===== src/rtl/siu_map.svh =====
// Constants for the system instruction unit: opcodes, selectors, field positions and reset values
`ifndef SIU_MAP_SVH
`define SIU_MAP_SVH

// Operation codes on req.op
`define SIU_OP_NONE      4'h0
`define SIU_OP_DMB       4'h1
`define SIU_OP_DSB       4'h2
`define SIU_OP_ISB       4'h3
`define SIU_OP_MFS       4'h4
`define SIU_OP_MTS       4'h5
`define SIU_OP_NOP       4'h6
`define SIU_OP_SEV       4'h7
`define SIU_OP_SVC       4'h8
`define SIU_OP_WFE       4'h9
`define SIU_OP_WFI       4'ha
`define SIU_OP_IRQ_DISABLE_OP     4'hb
`define SIU_OP_CPSIE     4'hc

// Special register selectors on spec_sel
`define SIU_SR_APP_STATUS_VIEW      4'h0
`define SIU_SR_IAPSR     4'h1
`define SIU_SR_EAPSR     4'h2
`define SIU_SR_PSR       4'h3
`define SIU_SR_EXCEPTION_NUMBER_VIEW      4'h5
`define SIU_SR_EXECUTION_STATUS_VIEW      4'h6
`define SIU_SR_IEPSR     4'h7
`define SIU_SR_MSP       4'h8
`define SIU_SR_PSP       4'h9
`define SIU_SR_INTERRUPT_MASK_BIT   4'ha
`define SIU_SR_CONTROL   4'hb

// Field positions
`define SIU_FLAGS_HI     31
`define SIU_FLAGS_LO     28
`define SIU_EXC_HI       5
`define SIU_EXC_LO       0
`define SIU_TBIT         24
`define SIU_CTRL_HI      1
`define SIU_CTRL_LO      0

// Reset values
`define SIU_RST_FLAGS    4'h0
`define SIU_RST_WORD     32'h0000_0000
`define SIU_RST_EXECUTION_STATUS_VIEW     32'h0100_0000
`define SIU_RST_CTRL     2'h0

`endif


===== src/rtl/siu_pkg.sv =====
// Types for the system instruction unit
package siu_pkg;

    typedef struct packed {
        logic        valid;
        logic [3:0]  op;
        logic [3:0]  spec_sel;
        logic [31:0] src_val;
        logic [7:0]  imm;
    } siu_req_t;

    typedef struct packed {
        logic        wr_en;
        logic [31:0] wr_val;
    } siu_gpr_wr_t;

    typedef struct packed {
        logic exc_taken;
        logic irq_pend_preempt;
        logic new_pending;
        logic dbg_req;
        logic dbg_en;
        logic ext_event;
    } siu_wake_t;

    typedef enum logic [4:0] {
        SIU_IDLE     = 5'b00001,
        SIU_DRAIN    = 5'b00010,
        SIU_FLUSH    = 5'b00100,
        SIU_SLEEP_I  = 5'b01000,
        SIU_SLEEP_E  = 5'b10000
    } siu_state_t;

endpackage : siu_pkg


===== src/rtl/siu_system_instr_unit.sv =====
// System and miscellaneous instruction execution unit
//
// Behaviour
// [RULE_01] Data memory barrier: earlier memory accesses observed before later ones.
// [RULE_02] Data memory barrier never stalls instructions that do not touch memory; here it stalls all while accesses are outstanding.
// [RULE_03] After data sync barrier, later instructions wait until the barrier completes.
// [RULE_04] Data sync barrier completes once all earlier memory accesses finished.
// [RULE_05] Instruction sync barrier flushes pipeline; later instructions refetched afterwards.
// [RULE_06] Move-from-special copies status views, stack pointers, mask or control to destination.
// [RULE_07] Software never names stack pointer or program counter as move-from destination.
// [RULE_08] Move-to-special writes the source register value into the chosen special register.
// [RULE_09] Software never uses stack pointer or program counter as move-to source.
// [RULE_10] Move-to a status view sets condition flags straight from source bits.
// [RULE_11] Barriers, no-op, send-event, supervisor call and waits leave flags unchanged.
// [RULE_12] No-operation may be dropped and takes no time; usable as padding.
// [RULE_13] Send-event signals all processors and sets the local event register.
// [RULE_14] Supervisor call raises its exception; the 8-bit immediate is ignored.
// [RULE_15] Wait-for-event unimplemented here unless enabled; it may act as no-operation.
// [RULE_16] Implemented wait-for-event sleeps while event register zero until a wake source.
// [RULE_17] Implemented wait-for-event with event register set clears it and completes.
// [RULE_18] Wait-for-interrupt sleeps until exception, preempting pending irq, or debug request.
// [RULE_19] Software treats wait-for-interrupt as a hint that may complete at once.
// [RULE_20] Interrupt mask set by disable, cleared by enable; blocks all but non-maskable.
// [RULE_21] A woken wait resumes at the next instruction after any waking exception.
`include "siu_map.svh"
`timescale 1ns/100ps
`default_nettype none

module siu_system_instr_unit
#(
    parameter bit WFE_IMPL = 1'b0
)
(
    input  wire logic                 ref_clk,
    input  wire logic                 reset_n,
    input  wire siu_pkg::siu_req_t    req,
    input  wire logic                 mem_outstanding,
    input  wire siu_pkg::siu_wake_t   wake_in,
    input  wire logic [5:0]           exc_number,
    input  wire logic                 sp_sel_msp,
    output logic                      req_ready,
    output logic                      done,
    output siu_pkg::siu_gpr_wr_t      gpr_wr,
    output logic                      mem_order_fence,
    output logic                      pipe_flush,
    output logic                      svc_raise,
    output logic                      event_out,
    output logic                      sleeping,
    output logic [3:0]                flags,
    output logic                      interrupt_mask_bit,
    output logic [1:0]                control,
    output logic [31:0]               main_stack_ptr,
    output logic [31:0]               process_stack_ptr,
    output logic                      event_reg
);
    import siu_pkg::*;

    logic        rst_meta_reg;
    logic        rst_sync_reg;
    logic        rst_n;
    logic [5:0]  wake_meta_reg;
    logic [5:0]  wake_sync_reg;
    siu_wake_t   wk;
    siu_state_t  state_reg;
    siu_state_t  state_next;
    logic        take;
    logic        wake_i;
    logic        wake_e;
    logic [31:0] psr_full;
    logic [31:0] mfs_val;

    // Reset release through two flops
    always_ff @(posedge ref_clk or negedge reset_n)
    begin
        if (!reset_n)
        begin
            rst_meta_reg <= 1'b0;
            rst_sync_reg <= 1'b0;
        end
        else
        begin
            rst_meta_reg <= 1'b1;
            rst_sync_reg <= rst_meta_reg;
        end
    end
    assign rst_n = rst_sync_reg;

    // Wake sources come from other blocks' pins
    always_ff @(posedge ref_clk or negedge rst_n)
    begin
        if (!rst_n)
        begin
            wake_meta_reg <= 6'h00;
            wake_sync_reg <= 6'h00;
        end
        else
        begin
            wake_meta_reg <= wake_in;
            wake_sync_reg <= wake_meta_reg;
        end
    end
    assign wk = siu_wake_t'(wake_sync_reg);

    function automatic logic is_status_view(input logic [3:0] sel);
        is_status_view = (sel[3:2] == 2'b00) && (sel != 4'h4) || (sel[3:2] == 2'b01);
    endfunction : is_status_view

    function automatic logic has_app_flags(input logic [3:0] sel);
        has_app_flags = (sel == `SIU_SR_APP_STATUS_VIEW) || (sel == `SIU_SR_IAPSR)
                     || (sel == `SIU_SR_EAPSR) || (sel == `SIU_SR_PSR);
    endfunction : has_app_flags

    assign take   = req.valid && req_ready;
    // Mask does not gate the wait-for-interrupt wake
    assign wake_i = wk.exc_taken || wk.irq_pend_preempt || wk.dbg_req; // [RULE_18]
    assign wake_e = (wk.exc_taken && !interrupt_mask_bit) || wk.new_pending
                 || (wk.dbg_req && wk.dbg_en) || wk.ext_event; // [RULE_16]

    assign psr_full = {flags, 3'h0, 1'b1, 18'h0, exc_number};

    always_comb
    begin
        mfs_val = `SIU_RST_WORD;
        case (req.spec_sel) // [RULE_06]
            `SIU_SR_APP_STATUS_VIEW:    mfs_val = {flags, 28'h0};
            `SIU_SR_EXCEPTION_NUMBER_VIEW:    mfs_val = {26'h0, exc_number};
            `SIU_SR_EXECUTION_STATUS_VIEW:    mfs_val = `SIU_RST_WORD;
            `SIU_SR_IAPSR:   mfs_val = {flags, 22'h0, exc_number};
            `SIU_SR_EAPSR:   mfs_val = {flags, 28'h0};
            `SIU_SR_IEPSR:   mfs_val = {26'h0, exc_number};
            `SIU_SR_PSR:     mfs_val = {psr_full[31:25], 1'b0, psr_full[23:0]};
            `SIU_SR_MSP:     mfs_val = main_stack_ptr;
            `SIU_SR_PSP:     mfs_val = process_stack_ptr;
            `SIU_SR_INTERRUPT_MASK_BIT: mfs_val = {31'h0, interrupt_mask_bit};
            `SIU_SR_CONTROL: mfs_val = {30'h0, control};
            default:         mfs_val = `SIU_RST_WORD;
        endcase
    end

    always_comb
    begin
        state_next = state_reg;
        case (state_reg)
            SIU_IDLE:
            begin
                if (take)
                begin
                    case (req.op)
                        `SIU_OP_DSB: state_next = SIU_DRAIN; // [RULE_03]
                        `SIU_OP_DMB: state_next = mem_outstanding ? SIU_DRAIN : SIU_IDLE; // [RULE_01]
                        `SIU_OP_ISB: state_next = SIU_FLUSH; // [RULE_05]
                        `SIU_OP_WFI: state_next = SIU_SLEEP_I; // [RULE_18]
                        `SIU_OP_WFE:
                            if (WFE_IMPL && !event_reg) // [RULE_15] [RULE_17]
                                state_next = SIU_SLEEP_E; // [RULE_16]
                        default:     state_next = SIU_IDLE;
                    endcase
                end
            end
            SIU_DRAIN:   if (!mem_outstanding) state_next = SIU_IDLE; // [RULE_04]
            SIU_FLUSH:   state_next = SIU_IDLE;
            SIU_SLEEP_I: if (wake_i) state_next = SIU_IDLE; // [RULE_21]
            SIU_SLEEP_E: if (wake_e) state_next = SIU_IDLE; // [RULE_21]
            default:     state_next = SIU_IDLE;
        endcase
    end

    always_ff @(posedge ref_clk or negedge rst_n)
    begin
        if (!rst_n)
            state_reg <= SIU_IDLE;
        else
            state_reg <= state_next;
    end

    // Ready only when idle; DSB, ISB and WFI stall the issue stage, DMB and WFE only when they drain or sleep
    always_ff @(posedge ref_clk or negedge rst_n)
    begin
        if (!rst_n)
            req_ready <= 1'b0;
        else
            req_ready <= (state_next == SIU_IDLE); // [RULE_03]
    end

    // Completion pulse for every instruction
    always_ff @(posedge ref_clk or negedge rst_n)
    begin
        if (!rst_n)
            done <= 1'b0;
        else
            done <= (state_reg != SIU_IDLE || take) && (state_next == SIU_IDLE); // [RULE_12]
    end

    // Fence holds memory issue after a barrier until drained; req_ready is also low while draining, so non-memory ops stall too
    always_ff @(posedge ref_clk or negedge rst_n)
    begin
        if (!rst_n)
            mem_order_fence <= 1'b0;
        else
            mem_order_fence <= (state_next == SIU_DRAIN); // [RULE_01] [RULE_02]
    end

    always_ff @(posedge ref_clk or negedge rst_n)
    begin
        if (!rst_n)
            pipe_flush <= 1'b0;
        else
            pipe_flush <= (state_reg == SIU_FLUSH); // [RULE_05]
    end

    always_ff @(posedge ref_clk or negedge rst_n)
    begin
        if (!rst_n)
            svc_raise <= 1'b0;
        else
            svc_raise <= take && (req.op == `SIU_OP_SVC); // [RULE_14]
    end

    always_ff @(posedge ref_clk or negedge rst_n)
    begin
        if (!rst_n)
            event_out <= 1'b0;
        else
            event_out <= take && (req.op == `SIU_OP_SEV); // [RULE_13]
    end

    always_ff @(posedge ref_clk or negedge rst_n)
    begin
        if (!rst_n)
            sleeping <= 1'b0;
        else
            sleeping <= (state_next == SIU_SLEEP_I) || (state_next == SIU_SLEEP_E);
    end

    // Event register: set wins over the clear by a wait-for-event
    always_ff @(posedge ref_clk or negedge rst_n)
    begin
        if (!rst_n)
            event_reg <= 1'b0;
        else if ((take && req.op == `SIU_OP_SEV) || wk.ext_event)
            event_reg <= 1'b1; // [RULE_13]
        else if (WFE_IMPL && take && req.op == `SIU_OP_WFE && event_reg)
            event_reg <= 1'b0; // [RULE_17]
    end

    // Destination write of move-from-special
    always_ff @(posedge ref_clk or negedge rst_n)
    begin
        if (!rst_n)
        begin
            gpr_wr.wr_en  <= 1'b0;
            gpr_wr.wr_val <= `SIU_RST_WORD;
        end
        else
        begin
            gpr_wr.wr_en  <= take && (req.op == `SIU_OP_MFS); // [RULE_06]
            gpr_wr.wr_val <= mfs_val;
        end
    end

    // Flags change only by move-to-special on a view carrying them
    always_ff @(posedge ref_clk or negedge rst_n)
    begin
        if (!rst_n)
            flags <= `SIU_RST_FLAGS;
        else if (take && req.op == `SIU_OP_MTS && has_app_flags(req.spec_sel))
            flags <= req.src_val[`SIU_FLAGS_HI:`SIU_FLAGS_LO]; // [RULE_10] [RULE_11]
    end

    always_ff @(posedge ref_clk or negedge rst_n)
    begin
        if (!rst_n)
            interrupt_mask_bit <= 1'b0;
        else if (take && req.op == `SIU_OP_IRQ_DISABLE_OP)
            interrupt_mask_bit <= 1'b1; // [RULE_20]
        else if (take && req.op == `SIU_OP_CPSIE)
            interrupt_mask_bit <= 1'b0; // [RULE_20]
        else if (take && req.op == `SIU_OP_MTS && req.spec_sel == `SIU_SR_INTERRUPT_MASK_BIT)
            interrupt_mask_bit <= req.src_val[0]; // [RULE_08]
    end

    always_ff @(posedge ref_clk or negedge rst_n)
    begin
        if (!rst_n)
            control <= `SIU_RST_CTRL;
        else if (take && req.op == `SIU_OP_MTS && req.spec_sel == `SIU_SR_CONTROL)
            control <= req.src_val[`SIU_CTRL_HI:`SIU_CTRL_LO]; // [RULE_08]
    end

    always_ff @(posedge ref_clk or negedge rst_n)
    begin
        if (!rst_n)
            main_stack_ptr <= `SIU_RST_WORD;
        else if (take && req.op == `SIU_OP_MTS && req.spec_sel == `SIU_SR_MSP)
            main_stack_ptr <= {req.src_val[31:2], 2'b00}; // [RULE_08]
    end

    always_ff @(posedge ref_clk or negedge rst_n)
    begin
        if (!rst_n)
            process_stack_ptr <= `SIU_RST_WORD;
        else if (take && req.op == `SIU_OP_MTS && req.spec_sel == `SIU_SR_PSP)
            process_stack_ptr <= {req.src_val[31:2], 2'b00}; // [RULE_08]
    end

endmodule : siu_system_instr_unit

`default_nettype wire


===== config.mk =====
export PLATFORM = sky130hd
export DESIGN_NAME = siu_system_instr_unit
export DESIGN_NICKNAME = d
export VERILOG_FILES = /design/src/rtl/siu_pkg.sv /design/src/rtl/siu_system_instr_unit.sv
export VERILOG_INCLUDE_DIRS = /design/src /design/src/rtl
export SDC_FILE = /design/constraint.sdc
export NUM_CORES = 1
export LEC_CHECK = 0
export ABC_AREA = 1
export BUFFER_PORTS_ARGS = -buffer_cell sky130_fd_sc_hd__buf_2
export CORE_ASPECT_RATIO = 2
export CORE_MARGIN = 2
export CORE_UTILIZATION = 40
export CTS_BUF_LIST = sky130_fd_sc_hd__clkbuf_2
export DETAILED_ROUTE_END_ITERATION = 10
export HOLD_SLACK_MARGIN = 0.08
export PLACE_DENSITY = 0.66
export SLEW_MARGIN = 20
export SYNTH_ARGS = -nofsm -noshare
export SYNTH_HDL_FRONTEND = slang
export SYNTH_SLANG_ARGS = --single-unit

===== constraint.sdc =====
create_clock -name ref_clk -period 6.4 [get_ports ref_clk]
set_clock_uncertainty 0.2 [all_clocks]
set_input_delay 0 -clock ref_clk [delete_from_list [all_inputs] [get_ports ref_clk]]
set_output_delay 0 -clock ref_clk [all_outputs]
set_load 0.01 [all_outputs]

# --- After elaboration in Yosys (flattened, before gate mapping) ---
# Cells that the tools add are included.
classes:
  n_eq_ne: 30
  muxes: 11
  n_reduce_logical: 32
op_table:
  columns: ["cell", "n"]
  rows:
  - ["32-bit case mux with 7 select lines", 1]
  - ["4-bit equality test (second input constant)", 9]
  - ["5-bit case mux with 5 select lines", 1]
  - ["4-bit by 3-bit equality test with 1-bit output (second input constant)", 5]
  - ["5-bit 2-to-1 mux", 4]
  - ["5-bit case mux with 4 select lines", 1]
  - ["4-bit by 2-bit equality test with 1-bit output (second input constant)", 4]
  - ["1-bit logical AND", 15]
  - ["1-bit logical OR", 11]
  - ["5-bit by 1-bit equality test with 1-bit output (second input constant)", 2]
  - ["5-bit by 2-bit equality test with 1-bit output (second input constant)", 2]
  - ["5-bit by 4-bit equality test with 1-bit output (second input constant)", 2]
  - ["5-bit equality test (second input constant)", 2]
  - ["4-bit by 1-bit equality test with 1-bit output (second input constant)", 2]
  - ["2-bit OR reduction", 3]
  - ["5-bit by 3-bit equality test with 1-bit output (second input constant)", 1]
  - ["5-bit by 1-bit != test with 1-bit output (second input constant)", 1]
  - ["4-bit logical NOT", 1]
  - ["1-bit 2-to-1 mux", 3]
  - ["3-bit nonzero test", 1]
  - ["2-bit 2-to-1 mux", 1]
  - ["1-bit logical NOT", 1]
totals:
  register_bits: 127
  input_bits: 65
  word_cells: 93

# --- Longest topological paths before layout ---
logic_depth:
  word_depth: 9
  ltp_mapped: 9

# --- Worst setup path after synthesis ---
# No wires, ideal clock.
synth_timing:
  path_kind: "reg-to-reg"
  from: "register req_ready"
  to: "register process_stack_ptr[10]"
  t_arrival_ps: 1385
  slack_ps: 4698
  path_stages_with_launch: 7
  synth_period_minus_slack_ps: 1702
  path_cell_list: "dfrtp_1 nand2_1 nor3_4 inv_4 nor2_8 buf_6 o21ai_2"
synth_via:
  elab_chain_len: 3
synth_lines:
  columns: ["item", "line_no", "rtl"]
  rows:
  - ["from (decl)", "siu_system_instr_unit.sv:41", "output logic req_ready,"]
  - ["from (signal assigned)", "siu_system_instr_unit.sv:182", "req_ready <= (state_next == SIU_IDLE);"]
  - ["1-bit logical AND", "siu_system_instr_unit.sv:113", "assign take = req.valid && req_ready;"]
  - ["1-bit logical AND (no line) (2 in series)", null, null]
  - ["to (signal assigned)", "siu_system_instr_unit.sv:301", "process_stack_ptr <= `SIU_RST_WORD;"]
  - ["to (signal assigned)", "siu_system_instr_unit.sv:303", "process_stack_ptr <= {req.src_val[31:2], 2'b00};"]
  - ["to (decl)", "siu_system_instr_unit.sv:53", "output logic [31:0] process_stack_ptr,"]
# No other way between the ends.
# A chain may end at the register's enable or synchronous reset.

# --- Final worst setup path ---
layout_timing:
  from: "input req[45] (netlist name)"
  to: "register process_stack_ptr[11]"
layout_via:
  elab_chain_len: 3
layout_lines:
  columns: ["item", "line_no", "rtl"]
  rows:
  - ["from (decl)", "siu_system_instr_unit.sv:36", "input wire siu_pkg::siu_req_t req,"]
  - ["4-bit by 3-bit equality test with 1-bit output (no line)", null, null]
  - ["1-bit logical AND (no line) (2 in series)", null, null]
# No other way between the ends.

==> impl_metrics.tcl <==
set metrics [dict create \
    status "finished clean" \
    tightest_slew_ns 1.03 \
    start_util_pct 40.7 \
    slew_violations 0 \
    clkLatencyLatePin_ns 0.64 \
    first_pass_iters 5 \
    cts_inserted_buffers 17 \
    yosys.cell_count.top_type "dfrtp_1" \
    slowest_stage "dlygate4sd3_1" \
    area_delta_synth_final_pct 47.5 \
    drc 0 \
    regMostFlops "gpr_wr" \
    max_stage_delay_ns 0.87 \
    maxCapViolations 0 \
    viasPerCell 4.79 \
    synth_ff_type "dfrtp_1" \
    p_leak_nw 3.91 \
    dpl.hpwl_mm 7.78 \
    grt_overflow 0 \
    drt-initial-drc-count 206 \
    synth-async-reset-ratio_pct 100 \
    period_minus_slack_ns 4.92 \
    track_usage_pct 20.4 \
    core_um2 12800 \
    synthTopCellsByArea "dfrtp_1 60%, o21ai_2 10%, nand2_1 8.3%" \
    synth-seq-area-share_pct 60.9 \
    ys_warn_count 0 \
    crit_path_max_fanout 60 \
    final_hold_viol_count 0 \
    grt_max_degree 72 \
    reg_top3 "gpr_wr x33, main_stack_ptr x30, process_stack_ptr x30" \
    synth_cells 506 \
    fillCellCount 1071 \
    hold_class "reg2async" \
    synth_top_area_share_pct 60.4 \
    grt_pass1_vias 4703 \
    synth_edf_count 0 \
    cts_max_path_buffers 2 \
    finalPower_mw 1.76 \
    post_cts_buffers 0 \
    pin_count 177 \
    synth_seq_cells 127 \
    crit_path_cell_trace "dlygate4sd3_1 > dlygate4sd3_1 > buf_2 > inv_1 > nand2_2 > dlygate4sd3_1 > nor3_4 > dlygate4sd3_1 > inv_4 > nor2_8 > nand2_1 > dlygate4sd3_1 > o21ai_2 > dlygate4sd3_1" \
    drt-total-wl_mm 13.9 \
    path_class "in2reg" \
    dieArea_um2 14000 \
    antenna_found_initial 1 \
    max_freq_mhz 203 \
    num_vias 4672 \
    port_buffers 163 \
    start_kind "input port" \
    rows 59 \
    holdBufCountCts 139 \
    fin_crit_sh_pct 76.8 \
    peakVddDrop_v 0.000174 \
    root_buffer "clkbuf_2" \
    grt_pass1_wl_mm 22.8 \
    rsz0062_at_grt "no" \
    htreeDepth 4 \
    cts_tree "built" \
    die_y_um 166 \
    cts_resized 0 \
    wl_per_cell_um 14.2 \
    largest_reg_flops 33 \
    maxSlewHeadroom_pct 31.1 \
    drive_gt1_share_pct 32.0 \
    gp_congestion 0.809 \
    synth_area_um2 5220 \
    endpoint_kind "register" \
    cts.reportedPaths.clkPinSlew_ns 0.21 \
    required_ns 6.80 \
    cpMostUsedCell "dlygate4sd3_1" \
    hold_slack_ns 0.170 \
    crit_arrival_ns 5.32 \
    die_x_um 84.8 \
    avgSynthCellArea_um2 10.3 \
    nets 876 \
    synthDistinctLibCells 24 \
    tns_ns 0 \
    cts_sinks 127 \
    synthTopCellsByCount "126 x dfrtp_1, 116 x nand2_1, 79 x inv_1" \
    setup_viol 0 \
    postRouteAntennaNets 0 \
    power_density_nw_per_um2 228 \
    yosys.area.top_type "dfrtp_1" \
]
## stage by stage
| step | worst slack, ns | area (um2) | util (%) | std cells |
|---|---|---|---|---|
| 6_report | 1.48 | 7700 | 60.0 | 976 |
| 5_1_grt | 1.40 | 7700 | 60.0 | 976 |
| 4_1_cts | 1.73 | 7700 | 59.9 | 975 |
| 3_5_place_dp | 3.94 | 6080 | 47.3 | 805 |
| 3_3_place_gp | 3.96 | 6080 | 47.3 | 805 |
| 2_1_floorplan | 2.40 | 5230 | - | 509 |
## cell type report
class,count,area [um2],area share [%]
clock buffer,17,85.1,1.10
tap,152,190,2.47
multi-input combinational,280,1560,20.3
sequential,127,3180,41.3
inverter,80,303,3.93
antenna,1,2.50,0.0325
clock inverter,14,145,1.88
timing repair buffer,305,2230,28.9
## metal layers
layer  share of wire, %  routed length, um  global-route usage [%]  vias to the layer above
met5                  0                  0                       0                        -
met4                1.5                204                    7.94                        0
met3                8.2               1140                    6.41                       17
met2                 49               6750                    32.9                      206
met1                 42               5750                    25.6                     2213
li1                   -                  -                       -                     2236
## where the power goes
group	switching, mW	internal, mW	total [mW]
registers	0.0465	0.875	0.922
clock network	0.308	0.176	0.484
logic	0.185	0.168	0.353
## cells in the final DEF (no fill, tap or decap), types with 3 or more instances in the layout
master / synthesis / routed
buf_2: 0 / 163
dlygate4sd3_1: 0 / 139
dfrtp_1: 126 / 125
nand2_1: 116 / 116
inv_1: 79 / 79
o21ai_2: 60 / 60
nor2_1: 24 / 24
o22ai_1: 23 / 23
nand3_1: 18 / 18
clkbuf_2: 0 / 17
o221ai_1: 8 / 8
o21ai_0: 8 / 8
nand4_1: 6 / 6
conb_1: 2 / 5
clkinv_4: 0 / 4
clkinv_2: 0 / 3
clkinvlp_4: 0 / 3
buf_4: 4 / 3
## critical path: cells and delay by family
kind	cells	cell delay, ns
compound gates	1	0.06
buf+inv	9	4.12
simple gates	4	1.10
## worst paths after layout
path	startpoint	end	slack, ns	depth (start not counted)
worst max-delay path	req[45]	process_stack_ptr[11]	1.48	14
worst min-delay path	rst_n	mem_order_fence	0.17	0
worst max register to register	req_ready	process_stack_ptr[11]	2.27	9
worst min register to register	rst_n	mem_order_fence	0.17	0
max in group asynchronous	rst_n	gpr_wr[28]	4.40	1
min in group ref_clk	wake_meta_reg[2]	wake_sync_reg[2]	0.17	0
## kinds of logic after synthesis
group	synth area share, %
flip-flops	60.9
buffers and inverters	9.39
AO/OA/AOI/OAI	15.3
other	0.144
AND/OR/NAND/NOR	14.3
Power figures use the tool's default switching activity.
